## config.mk

```make
export PLATFORM = sky130hd
export DESIGN_NAME = ulms_status
export DESIGN_NICKNAME = d
export VERILOG_FILES = /design/src/design/ulms_pkg.sv /design/src/design/ulms_status.sv
export VERILOG_INCLUDE_DIRS = /design/src /design/src/design
export SDC_FILE = /design/constraint.sdc
export NUM_CORES = 1
export LEC_CHECK = 0
export CAP_MARGIN = 0
export CORE_ASPECT_RATIO = 0.8
export CORE_MARGIN = 2
export CORE_UTILIZATION = 35
export DETAILED_ROUTE_END_ITERATION = 10
export DONT_BUFFER_PORTS = 1
export SYNTH_ARGS = -nofsm -noshare
export SYNTH_HDL_FRONTEND = slang
export SYNTH_SLANG_ARGS = --single-unit
```

## constraint.sdc

```tcl
create_clock -name clk_i -period 8.3 [get_ports clk_i]
set_clock_uncertainty 0.15 [all_clocks]
set_input_delay 1.66 -clock clk_i [delete_from_list [all_inputs] [get_ports clk_i]]
set_output_delay 1.66 -clock clk_i [all_outputs]
set_load 0.1 [all_outputs]
```

## src/design/ulms_cfg.svh

```systemverilog
/*
  Offsets, field positions and reset values of the line and modem status block.
  Assumes a classic Wishbone slave with 32-bit data, one register per aligned word.
*/
`ifndef ULMS_CFG_SVH
`define ULMS_CFG_SVH

// ************************************************************
// Register byte addresses
// ************************************************************
`define ULMS_ADR_LINE_STATUS 8'h00
`define ULMS_ADR_MODEM_STATUS 8'h04
`define ULMS_ADR_MODEM_CONTROL 8'h08
`define ULMS_ADR_IRQ_STATUS 8'h0C
`define ULMS_ADR_IRQ_CLEAR 8'h10
`define ULMS_ADR_IRQ_ENABLE 8'h14
`define ULMS_ADR_RX_DATA 8'h18

// ************************************************************
// Field positions
// ************************************************************
`define ULMS_LS_READY 0
`define ULMS_LS_OVERRUN 1
`define ULMS_MC_DTR 0
`define ULMS_MC_RTS 1
`define ULMS_MC_OUT1 2
`define ULMS_MC_OUT2 3
`define ULMS_MC_LOOP 4
`define ULMS_IRQ_MODEM 0
`define ULMS_IRQ_OVERRUN 1
`define ULMS_IRQ_READY 2

// ************************************************************
// Reset values and read data of unmapped addresses
// ************************************************************
`define ULMS_RST_MODEM_CONTROL 5'h00
`define ULMS_RST_IRQ_ENABLE 3'h0
`define ULMS_UNMAPPED_DATA 32'h0000_0000

`endif

```

## src/design/ulms_pkg.sv

```systemverilog
/*
  Types of the line and modem status block.
  Assumes ulms_cfg.svh for all numeric constants.
*/
package ulms_pkg;

  // Modem inputs, active low as on the pins
  typedef struct packed {
    logic cd_n;
    logic ri_n;
    logic dsr_n;
    logic cts_n;
  } ulms_modem_in_s;

  // Wishbone request bundle
  typedef struct packed {
    logic cyc;
    logic stb;
    logic we;
    logic [7:0] adr;
    logic [3:0] sel;
    logic [31:0] dat;
  } ulms_wb_req_s;

endpackage

```

## src/design/ulms_status.sv

```systemverilog
/*
  Line status overrun and data-ready flags, modem status register with change
  flags and loop-back, modem control register, interrupt status, enable and clear.
  Assumes a classic Wishbone master and a receiver that pulses rx_done_i with
  rx_char_i when a character completes in the shift register.
*/
`timescale 1ns/1ns
`default_nettype none

`include "ulms_cfg.svh"

// Contract
// - Overrun flag sets when a character completes while the receive FIFO is full.
// - On overrun the new character is dropped; FIFO contents stay intact.
// - Data-ready is high while the FIFO holds at least one character.
// - Data-ready is low when the FIFO is empty, also after reset.
// - Change flags for CD, DSR and CTS set on any input toggle.
// - Reading modem status clears all four change flags.
// - Bit 7 is inverted CD input, or second user output in loop-back.
// - Bit 6 is inverted RI input, or first user output in loop-back.
// - Bit 5 is inverted DSR input, or DTR control bit in loop-back.
// - Bit 4 is inverted CTS input, or RTS control bit in loop-back.
// - RI change flag sets only on a low to high RI input edge.
// - Modem status interrupt sets while any change flag is set and holds until written to clear.
module ulms_status
  import ulms_pkg::*;
#(
  parameter int DEPTH = 32,
  parameter int AW = 5
) (
  input wire logic clk_i,
  input wire logic rst_i,
  input wire logic wb_cyc_i,
  input wire logic wb_stb_i,
  input wire logic wb_we_i,
  input wire logic [7:0] wb_adr_i,
  input wire logic [3:0] wb_sel_i,
  input wire logic [31:0] wb_dat_i,
  output logic [31:0] wb_dat_o,
  output logic wb_ack_o,
  input wire logic rx_done_i,
  input wire logic [7:0] rx_char_i,
  input wire logic cd_n_i,
  input wire logic ri_n_i,
  input wire logic dsr_n_i,
  input wire logic cts_n_i,
  output logic dtr_n_o,
  output logic rts_n_o,
  output logic out1_n_o,
  output logic out2_n_o,
  output logic irq_o
);

  // ************************************************************
  // State
  // ************************************************************
  typedef struct packed {
    logic ack;
    logic [31:0] rdat;
    logic overrun;
    logic [3:0] delta;
    logic [3:0] prev;
    logic [4:0] mctl;
    logic [2:0] ists;
    logic [2:0] ien;
    logic [AW:0] count;
    logic [AW-1:0] wptr;
    logic [AW-1:0] rptr;
    logic [7:0] head;
  } ulms_state_s;

  ulms_state_s st;
  ulms_state_s next_st;
  logic [7:0] fifo_mem [DEPTH];

  // Loop-back aware view of the four modem lines, active high
  function automatic logic [3:0] modem_view(input logic [4:0] mc, input logic [3:0] pins_n);
    logic [3:0] v;
    v = ~pins_n;
    if (mc[`ULMS_MC_LOOP]) begin
      v = {mc[`ULMS_MC_OUT2], mc[`ULMS_MC_OUT1], mc[`ULMS_MC_DTR], mc[`ULMS_MC_RTS]};
    end
    return v;
  endfunction

  // Byte lane 0 write helper
  function automatic logic lane0_wr(input logic [3:0] sel, input logic we, input logic hit);
    return hit & we & sel[0];
  endfunction

  logic access;
  logic rd;
  logic push;
  logic pop;
  logic full;
  logic [3:0] lines;
  logic [7:0] modem_status;
  logic [7:0] line_status;
  logic [3:0] toggled;

  always_comb begin
    access = wb_cyc_i & wb_stb_i & ~st.ack;
    rd = access & ~wb_we_i;
    full = (st.count == (AW + 1)'(DEPTH));
    push = rx_done_i & ~full;
    pop = rd & (wb_adr_i == `ULMS_ADR_RX_DATA) & (st.count != '0);
    lines = modem_view(st.mctl, {cd_n_i, ri_n_i, dsr_n_i, cts_n_i});
    toggled = lines ^ st.prev;
    modem_status = {lines, st.delta};
    line_status = {6'h00, st.overrun, (st.count != '0)};
  end

  // ************************************************************
  // Next state
  // ************************************************************
  always_comb begin
    next_st = st;
    next_st.ack = access;
    next_st.prev = lines;
    if (push) begin
      next_st.wptr = st.wptr + 1'b1;
    end
    if (pop) begin
      next_st.rptr = st.rptr + 1'b1;
    end
    next_st.count = st.count + (AW + 1)'(push) - (AW + 1)'(pop);
    next_st.rdat = `ULMS_UNMAPPED_DATA;
    if (rd) begin
      unique case (wb_adr_i)
        `ULMS_ADR_LINE_STATUS: begin
          next_st.rdat = {24'h00_0000, line_status};
          next_st.overrun = 1'b0;
        end
        `ULMS_ADR_MODEM_STATUS: begin
          next_st.rdat = {24'h00_0000, modem_status};
          next_st.delta = 4'h0;
        end
        `ULMS_ADR_MODEM_CONTROL: begin
          next_st.rdat = {27'h000_0000, st.mctl};
        end
        `ULMS_ADR_IRQ_STATUS: begin
          next_st.rdat = {29'h0000_0000, st.ists};
        end
        `ULMS_ADR_IRQ_ENABLE: begin
          next_st.rdat = {29'h0000_0000, st.ien};
        end
        `ULMS_ADR_RX_DATA: begin
          next_st.rdat = {24'h00_0000, st.head};
        end
        default: begin
          next_st.rdat = `ULMS_UNMAPPED_DATA;
        end
      endcase
    end
    if (lane0_wr(wb_sel_i, wb_we_i, access & (wb_adr_i == `ULMS_ADR_MODEM_CONTROL))) begin
      next_st.mctl = wb_dat_i[4:0];
    end
    if (lane0_wr(wb_sel_i, wb_we_i, access & (wb_adr_i == `ULMS_ADR_IRQ_ENABLE))) begin
      next_st.ien = wb_dat_i[2:0];
    end
    if (lane0_wr(wb_sel_i, wb_we_i, access & (wb_adr_i == `ULMS_ADR_IRQ_CLEAR))) begin
      next_st.ists = st.ists & ~wb_dat_i[2:0];
    end
    // Sets after clears so a coincident event is kept
    if (rx_done_i & full) begin
      next_st.overrun = 1'b1;
    end
    next_st.delta[3] = next_st.delta[3] | toggled[3];
    // Ring change only when the pin returns high, so the active-high view falls
    next_st.delta[2] = next_st.delta[2] | (~lines[2] & st.prev[2]);
    next_st.delta[1:0] = next_st.delta[1:0] | toggled[1:0];
    if (|st.delta) begin
      next_st.ists[`ULMS_IRQ_MODEM] = 1'b1;
    end
    if (rx_done_i & full) begin
      next_st.ists[`ULMS_IRQ_OVERRUN] = 1'b1;
    end
    if (push) begin
      next_st.ists[`ULMS_IRQ_READY] = 1'b1;
    end
  end

  // ************************************************************
  // Registers
  // ************************************************************
  always_ff @(posedge clk_i) begin
    if (rst_i) begin
      st <= '0;
      st.mctl <= `ULMS_RST_MODEM_CONTROL;
      st.ien <= `ULMS_RST_IRQ_ENABLE;
      st.prev <= 4'h0;
    end else begin
      st <= next_st;
      st.head <= fifo_mem[next_st.rptr];
      // Bypass when the new head is the word written in this very cycle
      if (push & (next_st.rptr == st.wptr)) begin
        st.head <= rx_char_i;
      end
    end
  end

  always_ff @(posedge clk_i) begin
    if (push) begin
      fifo_mem[st.wptr] <= rx_char_i;
    end
  end

  assign wb_ack_o = st.ack;
  assign wb_dat_o = st.rdat;
  assign irq_o = |(st.ists & st.ien);
  assign dtr_n_o = ~st.mctl[`ULMS_MC_DTR] | st.mctl[`ULMS_MC_LOOP];
  assign rts_n_o = ~st.mctl[`ULMS_MC_RTS] | st.mctl[`ULMS_MC_LOOP];
  assign out1_n_o = ~st.mctl[`ULMS_MC_OUT1] | st.mctl[`ULMS_MC_LOOP];
  assign out2_n_o = ~st.mctl[`ULMS_MC_OUT2] | st.mctl[`ULMS_MC_LOOP];

endmodule

`default_nettype wire

```

==> flow_summary.toml <==
[route]
wl_met1_mm = 17.8
initialDrtViolationCount = 1101
top_layer_used = "met4"
wl_mm = 36.9
firstDrtPassIters = 6
vias = 9928
met3WireLength_mm = 2.82
dr_wl_met2_mm = 15.7
vias_per_cell = 5.73
drcViolationCount = 0
ant_nets = 0
wl_per_cell_um = 21.3

[sta]
final.min_clock_period_ns = 5.00
worst_pin_slew_ns = 1.03
fmax_mhz = 200
hold_viol = 0
tns_ns = 0
setup-violations-final = 0
rsz0062_at_grt = "no"
maxSlewHeadroom_pct = 31.8
fin_crit_sh_pct = 60.3
finalMaxSlewViolations = 0

[yosys]
syn_area_per_cell_um2 = 12.2
synth_edf_count = 256
synth-xor-area-share_pct = 0.998
ys_warn_count = 0
syn_area_mm2 = 0.0148
yosys.area_share.simple_pct = 11.0
ys_ff_latch = 309
synth_cell_types = 68
syn_inst = 1210
synth_flop_cell = "edfxtp_1"
muxShareOfSynthArea_pct = 7.46
async_flop_share_pct = 0
synth_top_family_by_area = "compound AO/OA/AOI/OAI gates"
synthAdderAreaFrac_pct = 1.32
synth-compound-area-share_pct = 15.2
yosysSeqAreaShare_pct = 59.1

[floorplan]
coreArea_mm2 = 0.0418
start_util_pct = 35.4
num_io_pins = 100
die_x_um = 234
num_rows = 67
die-area_mm2 = 0.0439
fp.dieH_um = 188

[clock_tree]
cts-root-buf = "clkbuf_16"
cts_hold_buf = 0
numCtsBuffers = 31
ctsResizeCount = 0
tritoncts = "yes"
cts_max_level = 1
post-cts-setup-buffers = 0
clock_latency_ns = 0.58
cts.path.max_buffers = 3
cts.clk_slew.worst_paths_ns = 0.06
cts.sinks = 309

[finish]
final_common_cell = "edfxtp_1"
drive_gt1_share_pct = 10.6
finalInstanceArea_mm2 = 0.0160
antennaDiodeCount = 0
final_cell_mix = "edfxtp_1, nand2_1, nor2_1"
syn2layout_area_growth_pct = 8.25
nets = 1236
num-fill-cells = 3958

[hold_path]
min_from = "line_status[1]"
holdPathEnd = "line_status[1]"
hp-class = "reg -> reg"
holdPathStages = 2

[outcome]
status = "completed"

[global_route]
antenna_found_initial = 0
overflow = 0
track_usage_pct = 16.8
grt_pass1_wl_mm = 56.9
grt_max_degree = 94
grt_pass1_vias = 9682

[setup_path]
cp-end-kind = "flip-flop"
r2r-start = "wb_ack_o"
cp_max_fo = 70
reg2reg_slack_ns = 3.57
arrival_ns = 5.24
required_ns = 8.54
reg2reg_to = "next_st[4]"
path_class = "in -> reg"
r2r_cells = 8
start_kind = "input pin"

[placement]
placed_area_mm2 = 0.0150
place_congestion = 0.860
dp_hpwl_mm = 22.7
io_buffers = 0

[run]
maxCapViolCount = 0

[pwr]
power.density_mw_per_mm2 = 211
max-vdd-ir-drop_v = 0.000161
total_leakage_power_nw = 5.03
[routing by layer]
layer	up-vias	track usage (%)
li1	4562	-
met1	4951	25.6
met2	371	24.3
met3	44	3.73
met4	0	3.26
met5	-	0
[final cells by class]
class	instances	area, um^2	share of cell area (%)
repair buffers	11	82.6	0.516
clock inverters	20	185	1.16
multi-input cells	782	5420	33.8
well taps	552	691	4.31
clock buffers	36	795	4.96
inverters	24	92.6	0.578
flip-flops and latches	309	8750	54.6
[worst max-delay path by stage]
stage	slack, ns	endpoint	from
finish	3.30	next_st[4]	wb_adr_i[5]
floorplan	4.03	st[22]	wb_adr_i[2]
global placement	2.98	next_st[6]	wb_adr_i[5]
global route	3.18	next_st[2]	wb_adr_i[5]
CTS	3.48	next_st[6]	wb_adr_i[5]
detailed placement	2.89	next_st[6]	wb_adr_i[5]
[kinds of logic (layout without fill, tap and decap cells)]
logic type | after synthesis | in the layout
xor+xnor | 16 | 16
fa+ha+maj | 15 | 15
buf+inv | 142 | 91
mux | 103 | 103
compound gates | 300 | 300
simple gates | 324 | 324
flops | 309 | 309
other cells | 1 | 24
[flip-flops by register name, indices dropped and copies added (netlist names)]
signal,flops
line_status,1
wb_ack_o,1
wb_dat_o,8
fifo_mem,256
modem_status,4
st,31
next_st,8
[through the flow]
stage,hold WS (ns),std cells,setup slack [ns],utilization (%),power (mW)
3_5_place_dp,0.305,1678,2.89,35.9,2.04
6_report,0.308,1734,3.30,38.3,3.37
3_3_place_gp,0.296,1678,2.98,35.9,2.03
5_1_grt,0.345,1734,3.18,38.3,3.50
4_1_cts,0.314,1734,3.48,38.3,3.40
2_1_floorplan,0.287,1233,4.03,-,1.99
[synthesized netlist by cell type, types with 9 or more instances]
| master | instances | area [um^2] |
|---|---|---|
| a2111oi_0 | 15 | 131 |
| a211oi_1 | 14 | 105 |
| a21oi_1 | 50 | 250 |
| a221oi_1 | 51 | 447 |
| a22oi_1 | 57 | 428 |
| a311oi_1 | 35 | 307 |
| a31oi_1 | 19 | 119 |
| and2_1 | 11 | 68.8 |
| and3_1 | 43 | 269 |
| buf_2 | 27 | 135 |
| buf_4 | 32 | 240 |
| clkbuf_1 | 52 | 195 |
| dfxtp_1 | 53 | 1060 |
| edfxtp_1 | 256 | 7690 |
| ha_1 | 14 | 175 |
| inv_1 | 22 | 82.6 |
| mux2_2 | 48 | 541 |
| mux2i_1 | 54 | 541 |
| nand2_1 | 96 | 360 |
| nand3_1 | 21 | 105 |
| nor2_1 | 88 | 330 |
| nor3_1 | 11 | 55.1 |
| nor3b_1 | 15 | 113 |
| o21ai_0 | 18 | 90.1 |
| o22a_1 | 9 | 78.8 |
| xor2_1 | 9 | 78.8 |
[worst max-delay path, cell delays in order]
cell and delay [ns]:
nor4b_4 0.37, nand4_4 0.16, inv_4 0.61, and2_2 0.86
a221oi_1 0.24, a211oi_1 0.55, a211oi_1 0.14, a311oi_1 0.62
[power breakdown]
group | switching, mW | leakage (nW) | internal [mW]
Sequential | 0.0235 | 2.74 | 1.72
Clock | 0.592 | 0.469 | 0.776
Combinational | 0.175 | 1.82 | 0.0845
No activity file was read; power rests on OpenSTA's default activity.
